File: config.mk
export PLATFORM = sky130hd
export DESIGN_NAME = ahd_ports
export DESIGN_NICKNAME = d
export VERILOG_FILES = /design/src/core/ahd_pkg.sv /design/src/core/ahd_latch_if.sv /design/src/core/ahd_ports.sv /design/src/core/ahd_pin_sync.sv /design/src/core/ahd_strobe_latch.sv
export SDC_FILE = /design/constraint.sdc
export NUM_CORES = 1
export LEC_CHECK = 0
export ABC_AREA = 1
export BUFFER_PORTS_ARGS = -buffer_cell sky130_fd_sc_hd__clkbuf_2
export CORE_MARGIN = 4
export CORE_UTILIZATION = 45
export CTS_CLUSTER_DIAMETER = 120
export CTS_CLUSTER_SIZE = 30
export DETAILED_ROUTE_END_ITERATION = 16
export GPL_TIMING_DRIVEN = 0
export PLACE_DENSITY = 0.77
export RECOVER_POWER = 100
export SYNTH_ARGS = -nofsm -noshare
export SYNTH_HDL_FRONTEND = slang
export SYNTH_SLANG_ARGS = --single-unit
File: constraint.sdc
create_clock -name core_clk -period 5.55 [get_ports core_clk]
set_clock_uncertainty 0.2 [all_clocks]
set_input_delay 0.8325 -clock core_clk [delete_from_list [all_inputs] [get_ports core_clk]]
set_output_delay 0.8325 -clock core_clk [all_outputs]
set_load 0.1 [all_outputs]
File: src/core/ahd_pkg.sv
// package for the high-address and data-bus port pair
// assumes an 8-bit cpu data path and a 16-bit internal address space
package ahd_pkg;

  typedef logic [7:0]  ahd_byte_t;
  typedef logic [15:0] ahd_addr_t;

  // register offsets on the internal cpu bus
  localparam ahd_addr_t AHD_P2_DIR_OFS  = 16'hffb1;
  localparam ahd_addr_t AHD_P2_DATA_OFS = 16'hffb3;
  localparam ahd_addr_t AHD_P3_DIR_OFS  = 16'hffb4;
  localparam ahd_addr_t AHD_P3_DATA_OFS = 16'hffb6;

  // reset and forced values
  localparam ahd_byte_t AHD_DIR_RST      = 8'h00;
  localparam ahd_byte_t AHD_DATA_RST     = 8'h00;
  localparam ahd_byte_t AHD_P2_DIR_MODE1 = 8'hff;
  localparam ahd_byte_t AHD_DIR_READBACK = 8'hff;
  localparam ahd_byte_t AHD_ALL_ZERO     = 8'h00;
  localparam ahd_byte_t AHD_ALL_ONE      = 8'hff;

  // mode strap encodings
  localparam logic [1:0] AHD_MODE_EXP_NOROM = 2'h1;
  localparam logic [1:0] AHD_MODE_EXP_ROM   = 2'h2;
  localparam logic [1:0] AHD_MODE_SINGLE    = 2'h3;

  // synchroniser width: port 2, port 3 and the strobe
  localparam int AHD_SYNC_W = 17;
  localparam logic [AHD_SYNC_W-1:0] AHD_SYNC_RST = 17'h10000;

endpackage

File: src/core/ahd_latch_if.sv
// carrier between the port core and the port 3 strobe latch
// assumes both ends run on core_clk
`timescale 1ns/1ns
`default_nettype none
interface ahd_latch_if;
  import ahd_pkg::*;
  ahd_byte_t pin_data;   // filtered port 3 pin levels
  logic      strobe_n;   // filtered input strobe, active low
  logic      latch_en;   // latch mode, already gated by mode
  logic      read_ack;   // cpu read of port 3 data
  ahd_byte_t data;       // held or passed-through data

  modport core  (output pin_data, strobe_n, latch_en, read_ack, input data);
  modport latch (input pin_data, strobe_n, latch_en, read_ack, output data);
endinterface
`default_nettype wire

File: src/core/ahd_ports.sv
// high-address port and data-bus port with mode-dependent pin ownership
// assumes a single-cycle internal cpu bus with registered read data,
// a static mode strap and standby levels from the same clock domain
//
// Overview of operation
// mode 1 drives address byte on port 2
// mode 2 port 2 per-pin input or address
// mode 3 port 2 is plain gpio
// direction bit 1 output, 0 input
// direction registers read back all ones
// mode 1 port 2 direction fixed ones
// port 2 input pull-up follows data bit
// port 2 pull-ups off for outputs, mode 1
// reset clears port 2; mode 1 sets ones
// hardware standby floats port 2, pull-ups off
// soft standby: address pins low, gpio held
// soft standby pull-ups follow data bits
// modes 1, 2 port 3 is data bus
// mode 3 port 3 gpio or handshake
// port 3 pull-ups only mode 3 inputs
// latch mode captures on strobe fall, holds
// latch off passes data through
// reset, hw standby clear port 3
// soft standby port 3 retained, bus floats
// data read gives latch or pin level
// latched port 3 inputs read held value
`timescale 1ns/1ns
`default_nettype none
module ahd_ports
  import ahd_pkg::*;
(
  // clock and reset
  input  wire logic          core_clk,
  input  wire logic          rst,
  // internal cpu bus
  input  wire ahd_pkg::ahd_addr_t cpu_addr,
  input  wire logic          cpu_wr,
  input  wire logic          cpu_rd,
  input  wire ahd_pkg::ahd_byte_t cpu_wdata,
  output var  ahd_pkg::ahd_byte_t cpu_rdata,
  // mode strap and power state
  input  wire logic [1:0]    mode_pins,
  input  wire logic          hw_standby,
  input  wire logic          sw_standby,
  // expansion bus controller
  input  wire ahd_pkg::ahd_byte_t bus_addr_hi,
  input  wire ahd_pkg::ahd_byte_t bus_data_out,
  input  wire logic          bus_data_drive,
  output var  ahd_pkg::ahd_byte_t bus_data_in,
  // handshake control
  input  wire logic          input_latch_enable_bit,
  input  wire logic          input_strobe_n,
  // port 2 pins
  input  wire ahd_pkg::ahd_byte_t p2_pin_in,
  output var  ahd_pkg::ahd_byte_t p2_pin_out,
  output var  ahd_pkg::ahd_byte_t p2_pin_oe_n,
  output var  ahd_pkg::ahd_byte_t p2_pullup,
  // port 3 pins
  input  wire ahd_pkg::ahd_byte_t p3_pin_in,
  output var  ahd_pkg::ahd_byte_t p3_pin_out,
  output var  ahd_pkg::ahd_byte_t p3_pin_oe_n,
  output var  ahd_pkg::ahd_byte_t p3_pullup
);
  import ahd_pkg::*;

  // registers
  ahd_byte_t high_addr_port_direction_r;
  ahd_byte_t high_addr_port_data_r;
  ahd_byte_t data_bus_port_direction_r;
  ahd_byte_t data_bus_port_data_r;
  logic [1:0] mode_r;
  logic       strap_taken_r;

  // filtered pins
  logic [AHD_SYNC_W-1:0] pins_stable;
  ahd_byte_t p2_sync;
  ahd_byte_t p3_sync;
  logic      strobe_sync_n;

  ahd_pin_sync u_sync (
    .core_clk (core_clk),
    .rst      (rst),
    .raw      ({input_strobe_n, p3_pin_in, p2_pin_in}),
    .stable   (pins_stable)
  );

  assign p2_sync       = pins_stable[7:0];
  assign p3_sync       = pins_stable[15:8];
  assign strobe_sync_n = pins_stable[16];

  // mode decode
  wire mode1 = (mode_r == AHD_MODE_EXP_NOROM);
  wire mode2 = (mode_r == AHD_MODE_EXP_ROM);
  wire mode3 = ~mode1 & ~mode2;

  // address decode
  wire sel_p2_dir  = (cpu_addr == AHD_P2_DIR_OFS);
  wire sel_p2_data = (cpu_addr == AHD_P2_DATA_OFS);
  wire sel_p3_dir  = (cpu_addr == AHD_P3_DIR_OFS);
  wire sel_p3_data = (cpu_addr == AHD_P3_DATA_OFS);
  wire wr_p2_dir   = cpu_wr & sel_p2_dir;
  wire wr_p2_data  = cpu_wr & sel_p2_data;
  wire wr_p3_dir   = cpu_wr & sel_p3_dir;
  wire wr_p3_data  = cpu_wr & sel_p3_data;

  // strobe latch link; handshake is off outside mode 3 and in hw standby
  ahd_latch_if lk ();
  assign lk.pin_data = p3_sync;
  assign lk.strobe_n = strobe_sync_n;
  assign lk.latch_en = input_latch_enable_bit & mode3 & ~hw_standby;
  assign lk.read_ack = cpu_rd & sel_p3_data;

  ahd_strobe_latch u_latch (
    .core_clk (core_clk),
    .rst      (rst),
    .lk       (lk)
  );

  // next register values
  ahd_byte_t p2_dir_nxt;
  ahd_byte_t p2_data_nxt;
  ahd_byte_t p3_dir_nxt;
  ahd_byte_t p3_data_nxt;
  assign p2_dir_nxt  = mode1 ? AHD_P2_DIR_MODE1 :
                       (wr_p2_dir ? cpu_wdata : high_addr_port_direction_r);
  assign p2_data_nxt = wr_p2_data ? cpu_wdata : high_addr_port_data_r;
  assign p3_dir_nxt  = hw_standby ? AHD_DIR_RST :
                       (wr_p3_dir ? cpu_wdata : data_bus_port_direction_r);
  assign p3_data_nxt = hw_standby ? AHD_DATA_RST :
                       (wr_p3_data ? cpu_wdata : data_bus_port_data_r);

  // the strap is caught after release, never under the async reset
  always_ff @(posedge core_clk or posedge rst) begin
    if (rst) begin
      mode_r        <= AHD_MODE_SINGLE;
      strap_taken_r <= 1'b0;
    end else if (!strap_taken_r) begin
      mode_r        <= mode_pins;
      strap_taken_r <= 1'b1;
    end
  end

  // register file; contents kept through soft standby
  always_ff @(posedge core_clk or posedge rst) begin
    if (rst) begin
      high_addr_port_direction_r <= AHD_DIR_RST;
      high_addr_port_data_r      <= AHD_DATA_RST;
      data_bus_port_direction_r  <= AHD_DIR_RST;
      data_bus_port_data_r       <= AHD_DATA_RST;
    end else begin
      high_addr_port_direction_r <= p2_dir_nxt;
      high_addr_port_data_r      <= p2_data_nxt;
      data_bus_port_direction_r  <= p3_dir_nxt;
      data_bus_port_data_r       <= p3_data_nxt;
    end
  end

  // port 2 pin ownership
  ahd_byte_t p2_addr_pin;
  ahd_byte_t p2_out_nxt;
  ahd_byte_t p2_oe_nxt;
  ahd_byte_t p2_pu_nxt;
  ahd_byte_t p2_addr_val;
  assign p2_addr_pin = mode1 ? AHD_ALL_ONE :
                       (mode2 ? high_addr_port_direction_r : AHD_ALL_ZERO);
  assign p2_addr_val = sw_standby ? AHD_ALL_ZERO : bus_addr_hi;
  assign p2_out_nxt  = (p2_addr_pin & p2_addr_val) |
                       (~p2_addr_pin & high_addr_port_data_r);
  assign p2_oe_nxt   = hw_standby ? AHD_ALL_ZERO :
                       (high_addr_port_direction_r | p2_addr_pin);
  // pull-ups only on mode 2/3 inputs, held through soft standby
  assign p2_pu_nxt   = (hw_standby | mode1) ? AHD_ALL_ZERO :
                       (~high_addr_port_direction_r & high_addr_port_data_r);

  // port 3 pin ownership: data bus in modes 1/2, gpio in mode 3
  ahd_byte_t p3_out_nxt;
  ahd_byte_t p3_oe_nxt;
  ahd_byte_t p3_pu_nxt;
  wire       bus_drive = bus_data_drive & ~sw_standby;
  assign p3_out_nxt = mode3 ? data_bus_port_data_r : bus_data_out;
  assign p3_oe_nxt  = hw_standby ? AHD_ALL_ZERO :
                      (mode3 ? data_bus_port_direction_r :
                       {8{bus_drive}});
  assign p3_pu_nxt  = (hw_standby | ~mode3) ? AHD_ALL_ZERO :
                      (~data_bus_port_direction_r & data_bus_port_data_r);

  // read mux: direction registers are invisible
  ahd_byte_t p2_rd_val;
  ahd_byte_t p3_rd_val;
  ahd_byte_t rd_nxt;
  assign p2_rd_val = (high_addr_port_direction_r & high_addr_port_data_r) |
                     (~high_addr_port_direction_r & p2_sync);
  assign p3_rd_val = (data_bus_port_direction_r & data_bus_port_data_r) |
                     (~data_bus_port_direction_r & lk.data);
  assign rd_nxt    = (sel_p2_dir | sel_p3_dir) ? AHD_DIR_READBACK :
                     sel_p2_data ? p2_rd_val :
                     sel_p3_data ? p3_rd_val : AHD_ALL_ZERO;

  // every output leaves a flop; pins follow settings one cycle later
  always_ff @(posedge core_clk or posedge rst) begin
    if (rst) begin
      cpu_rdata   <= AHD_ALL_ZERO;
      bus_data_in <= AHD_ALL_ZERO;
      p2_pin_out  <= AHD_ALL_ZERO;
      p2_pin_oe_n <= AHD_ALL_ONE;
      p2_pullup   <= AHD_ALL_ZERO;
      p3_pin_out  <= AHD_ALL_ZERO;
      p3_pin_oe_n <= AHD_ALL_ONE;
      p3_pullup   <= AHD_ALL_ZERO;
    end else begin
      cpu_rdata   <= cpu_rd ? rd_nxt : AHD_ALL_ZERO;
      bus_data_in <= p3_sync;
      p2_pin_out  <= p2_out_nxt;
      p2_pin_oe_n <= ~p2_oe_nxt;
      p2_pullup   <= p2_pu_nxt;
      p3_pin_out  <= p3_out_nxt;
      p3_pin_oe_n <= ~p3_oe_nxt;
      p3_pullup   <= p3_pu_nxt;
    end
  end
endmodule
`default_nettype wire

File: src/core/ahd_pin_sync.sv
// three-stage input filter for pins from outside the clock domain
// a bit changes once the second and third stages agree
`timescale 1ns/1ns
`default_nettype none
module ahd_pin_sync
  import ahd_pkg::*;
(
  // clock and reset
  input  wire logic                  core_clk,
  input  wire logic                  rst,
  // raw pins and filtered levels
  input  wire logic [AHD_SYNC_W-1:0] raw,
  output var  logic [AHD_SYNC_W-1:0] stable
);
  logic [AHD_SYNC_W-1:0] s1_r;
  logic [AHD_SYNC_W-1:0] s2_r;
  logic [AHD_SYNC_W-1:0] s3_r;

  // s1_r feeds only s2_r, never the compare
  always_ff @(posedge core_clk or posedge rst) begin
    if (rst) begin
      s1_r   <= AHD_SYNC_RST;
      s2_r   <= AHD_SYNC_RST;
      s3_r   <= AHD_SYNC_RST;
      stable <= AHD_SYNC_RST;
    end else begin
      s1_r   <= raw;
      s2_r   <= s1_r;
      s3_r   <= s2_r;
      stable <= (s2_r & s3_r) | (~(s2_r ^ s3_r) & s3_r) | ((s2_r ^ s3_r) & stable);
    end
  end
endmodule
`default_nettype wire

File: src/core/ahd_strobe_latch.sv
// port 3 input strobe latch
// strobe already filtered; latch_en already gated by mode
`timescale 1ns/1ns
`default_nettype none
module ahd_strobe_latch
  import ahd_pkg::*;
(
  // clock and reset
  input  wire logic core_clk,
  input  wire logic rst,
  // link to the port core
  ahd_latch_if.latch lk
);
  logic      strobe_prev_r;
  logic      held_r;
  ahd_byte_t hold_r;
  wire       strobe_fall = strobe_prev_r & ~lk.strobe_n;
  wire       capture     = lk.latch_en & strobe_fall & ~held_r;

  // falling edge captures; later edges are ignored until the cpu reads
  always_ff @(posedge core_clk or posedge rst) begin
    if (rst) begin
      strobe_prev_r <= 1'b1;
      held_r        <= 1'b0;
      hold_r        <= AHD_ALL_ZERO;
    end else begin
      strobe_prev_r <= lk.strobe_n;
      if (capture) begin
        hold_r <= lk.pin_data;
      end
      held_r <= lk.latch_en & (capture | (held_r & ~lk.read_ack));
    end
  end

  // transparent when latch mode is off
  assign lk.data = lk.latch_en ? hold_r : lk.pin_data;
endmodule
`default_nettype wire

-- Word-level counts from Yosys, hierarchy flattened
Index checks and enable logic that the tools add are counted.
- word-level logic and storage cells: 100
- flip-flop bits (word level): 177
- reduce and logical (&&, ||, !) cells: 3
- equality and inequality tests: 6
- muxes and demuxes: 20
- bitwise logic cells: 50
- operators with widths (cell ; count):
    $mux W8 ; 20
    $and A8 B8 Y8 ; 8
    $eq A16 B16 Y1 const B ; 4
    $and A17 B17 Y17 ; 3
    $not A8 Y8 ; 5
    $or A17 B17 Y17 ; 2
    $or A8 B8 Y8 ; 4
    $not A17 Y17 ; 1
    $xor A17 B17 Y17 ; 1
    $and A1 B1 Y1 ; 14
    $not A1 Y1 ; 8
    $reduce_bool A2 Y1 ; 3
    $or A1 B1 Y1 ; 4
    $eq A2 B1 Y1 const B ; 1
    $eq A2 B2 Y1 const B ; 1

-- Depth between registers and ports, before layout
- depth in word-level cells: 12
- gate-level depth with buffers: 11
- gate-level depth less buffers: 11

-- By module
A second synthesis with hierarchy kept.
- cell total of the unflattened synthesis: 676
- area total of the unflattened synthesis: 6967.9 um^2
- modules (own cells, without submodules) (module ; times used ; area each (um^2) ; cells each ; sequential area each (um^2)):
    ahd_ports ; 1 ; 4315.4 ; 472 ; 2499.9
    ahd_pin_sync ; 1 ; 2114.5 ; 137 ; 1706.6
    ahd_strobe_latch ; 1 ; 538.0 ; 67 ; 251.5

-- Least setup slack after synthesis
Ideal clock, no wire load.
- kind: in2reg
- start: input port hw_standby
- end: register u_latch.hold_r[0]
- path buffers: 2
- data required time: 5.223 ns
- stages on the path: 5
- data arrival time: 1.684 ns
- slack: 3.539 ns
- path through: buf_2 > nor2_8 > nand3_2 > buf_6 > mux2_1
- word-level cells in the longest chain between the ends: 4
- RTL lines (element ; RTL line ; RTL):
    start, declared ; ahd_ports.sv:43 ; input wire logic hw_standby,
    $not A1 Y1 ; ahd_ports.sv:110 ; assign lk.latch_en = input_latch_enable_bit & mode3 & ~hw_standby;
    $and A1 B1 Y1 ; ahd_ports.sv:110 ;
    $and A1 B1 Y1 (2 in a row) ; ahd_strobe_latch.sv:18 ; wire capture = lk.latch_en & strobe_fall & ~held_r;
    end signal, assigned ; ahd_strobe_latch.sv:29 ; hold_r <= lk.pin_data;
    end, declared ; ahd_strobe_latch.sv:16 ; ahd_byte_t hold_r;
No other way between the ends.
A chain may end at the register's enable or synchronous reset.

-- Final worst setup path
- start: register p2_pin_oe_n[0]
- end: output port p2_pin_oe_n[0]
- RTL lines (element ; RTL line ; RTL):
    start, declared ; ahd_ports.sv:56 ; output var ahd_pkg::ahd_byte_t p2_pin_oe_n,
    start signal, assigned ; ahd_ports.sv:214 ; p2_pin_oe_n <= ~p2_oe_nxt;
No word-level cell between the ends.

==> flow_summary_export.csv <==
group,metric,value,unit
clock_tree,cts_made_buffers,17,
synth,ys_seq_elements,177,
final_layout,most-common-layout-cells,"154 x dfrtp_1, 116 x nand2_1, 80 x clkbuf_1",
worst_setup_path,slowest_delay,860,ps
floorplan,dieHeight,130,um
worst_setup_path,cp-end-kind,"output port",
worst_setup_path,cp_slowest_cell,"clkbuf_1",
clock_tree,postCtsSetupBuffers,0,
clock_tree,ctsRootBufferMaster,"clkbuf_16",
clock_tree,insertion_delay,430,ps
timing,hold_viol_final,0,
final_layout,drive_above_1_share,18.3,%
detailed_routing,wl_met3,1180,um
synth,yosysTopAreaCell,"dfrtp_1",
timing,finalSetupViolCount,0,
pwr,peakVddDrop,214,uV
worst_setup_path,crit_fanout,1,
clock_tree,cts_tree,"done",
timing,setup_ws,2700,ps
worst_setup_path,r2r_cells,7,
synth,ys_top_cells_by_area,"dfrtp_1 58%, dfstp_2 9.0%, nand2_1 6.3%, ha_1 3.6%, o21ai_0 3.4%",
placed_design,port_buffers,129,
pwr,p_leak,4.02,nW
clock_tree,ctsHoldBuffers,0,
worst_setup_path,crit_buf_inv,1,
placed_design,pre_cts_ws,3120,ps
timing,tns,0,ps
worst_setup_path,worstSetupPathType,"reg -> out",
synth,synth_top_area_share,57.6,%
synth,synth-seq-area-share,66.6,%
floorplan,num_rows,44,
grt,overflow,0,
run_status,violations,"capacitance limit, slew limit",
clock_tree,cts_sinks,177,
floorplan,die_area,16900,um^2
clock_tree,cts.path.max_buffers,2,
detailed_routing,dr_wl_met2,6610,um
synth,synth_nets,687,
floorplan,io-pin-count,131,
hold_path,hp-class,"reg -> reg",
final_layout,final_nets,839,
floorplan,start_util,46.0,%
timing,rsz0062_at_grt,"false",
final_layout,final_common_cell,"dfrtp_1",
detailed_routing,wirelength,14400,um
synth,synth_cell_types,31,
grt,grt_pass1_wl,23100,um
placed_design,gp_congestion,0.870,
detailed_routing,highest_layer,"met4",
worst_setup_path,cp.arrival,1810,ps
run_status,outcome,"complete, but fails checks",
clock_tree,cts_resized,0,
run,cap_violations,1,
detailed_routing,viasPerCell,4.86,
worst_setup_path,required,4520,ps
placed_design,dp_hpwl,10600,um
worst_setup_path,critical_path.top_delay_family,"buffers and inverters",
clock_tree,cts-htree-levels,4,
worst_setup_path,worstSetupStartpointType,"flip-flop",
synth,netlist_instances,601,
final_layout,syn_to_final_growth,20.6,%
worst_setup_path,r2r_setup_slack,2920,ps
timing,clock.fmax,351,MHz
synth,synth.avg_cell_area,11.1,um^2
timing,slew-limit-headroom,-6.96,%
timing,fin_crit_sh,51.3,%
grt,antenna_found_initial,0,
worst_setup_path,crit_chain,"clkbuf_1",
floorplan,die_x,130,um
synth,netlist_area,6690,um^2
worst_setup_path,crit_cells,1,
grt,grt_pass1_vias,4523,
timing,worst_pin_slew,1600,ps
synth,synth_warnings,0,
grt,grt_usage,18.0,%
detailed_routing,drt-pass1-iter-count,5,
floorplan,coreArea,14500,um^2
detailed_routing,dr_total_vias,4613,
timing,slew_viol_final,34,
detailed_routing,ant_nets,0,
detailed_routing,wl_met1,6160,um
detailed_routing,wire_per_inst,15.2,um
hold_path,hold_depth,0,
grt,grt_max_degree,42,
clock_tree,clk_pin_slew_worst_paths,60,ps
detailed_routing,drt_iter0_drc,401,
detailed_routing,drc_errors,0,
final_layout,num_antenna_cells,0,
timing,period_needed,2850,ps
pwr,power_density,382,nW/um^2
## metal layers
| metal | vias up | GRT usage [%] |
|---|---|---|
| li1 | 2261 | - |
| met1 | 2163 | 23.7 |
| met2 | 158 | 27.5 |
| met3 | 31 | 5.49 |
| met4 | 0 | 8.80 |
| met5 | - | 0 |
## path summary, 6_finish.rpt
| check | start | endpoint |
|---|---|---|
| min | u_sync.s1_r[13] | u_sync.s2_r[13] |
| min reg2reg | u_sync.s1_r[13] | u_sync.s2_r[13] |
| max reg2reg | mode_r[0] | u_latch.hold_r[1] |
| max in group asynchronous | rst | p2_pin_oe_n[2] |
| min in group asynchronous | rst | u_sync.s1_r[15] |
| max | p2_pin_oe_n[0] | p2_pin_oe_n[0] |
## report_power, final
group          total [mW]  internal (mW)  switching, mW
clock network        1.21          0.719          0.493
logic               0.436         0.0886          0.347
registers            1.44           1.39         0.0450
total                3.09           2.20          0.886
## sequential cells by signal, indices dropped and copies added (netlist names), 17 cells and up
name           count
u_sync.stable     17
u_sync.s2_r       17
u_sync.s1_r       17
u_sync.s3_r       17
## synth_stat cells
master	count
o21ai_0	46
mux2_1	6
a21oi_1	9
buf_2	4
nand4_1	1
nor2_2	3
o21ai_1	17
nand3b_1	3
clkinv_1	1
nor2_1	50
nor3_1	16
ha_1	19
o21ai_2	9
nand2_2	6
a21o_1	17
nand4_2	1
inv_1	47
dfrtp_1	154
nor2_8	2
nand3_2	4
clkbuf_1	6
nor3_2	1
conb_1	1
buf_6	4
dfstp_2	23
nand3_1	28
inv_2	5
nor3_4	1
nand2_1	113
or2_2	3
nand3_4	1
## through the flow
stage          util, %  total power [mW]  cell area [um^2]  hold WS [ps]  instances
4_1_cts           56.8              3.13              8260           149        950
6_report          55.5              3.09              8070           145        950
3_5_place_dp      52.7              1.91              7650           135        918
2_1_floorplan        -              1.80              6700           131        601
5_1_grt           55.5              3.22              8070           153        950
3_3_place_gp      52.1              1.90              7570           132        914
## worst reg2reg max path, stage by stage, from the launching register on
cell      delay [ps]
dfstp_2          530
inv_1             50
ha_1             320
nand2_1           70
nor2_1           490
nand3_1          200
clkbuf_1         290
mux2_1           370
## layout make-up
type	count	area (um^2)
Sequential cell	177	4460
Multi-Input combinational cell	357	1870
Clock inverter	13	161
Timing Repair Buffer	133	643
Fill cell	1293	6460
Inverter	53	200
Clock buffer	19	443
Tap cell	184	230
Buffer	14	60.1
## logic make-up after synthesis
| kind of cell | count (synthesis) | share of synthesized area [%] |
|---|---|---|
| buf+inv | 67 | 4.28 |
| flops | 177 | 66.6 |
| compound gates | 98 | 8.47 |
| mux | 6 | 1.01 |
| simple gates | 233 | 16.0 |
| other cells | 1 | 0.0560 |
| fa+ha+maj | 19 | 3.55 |
Note: power is estimated with default switching activity, not from simulation.
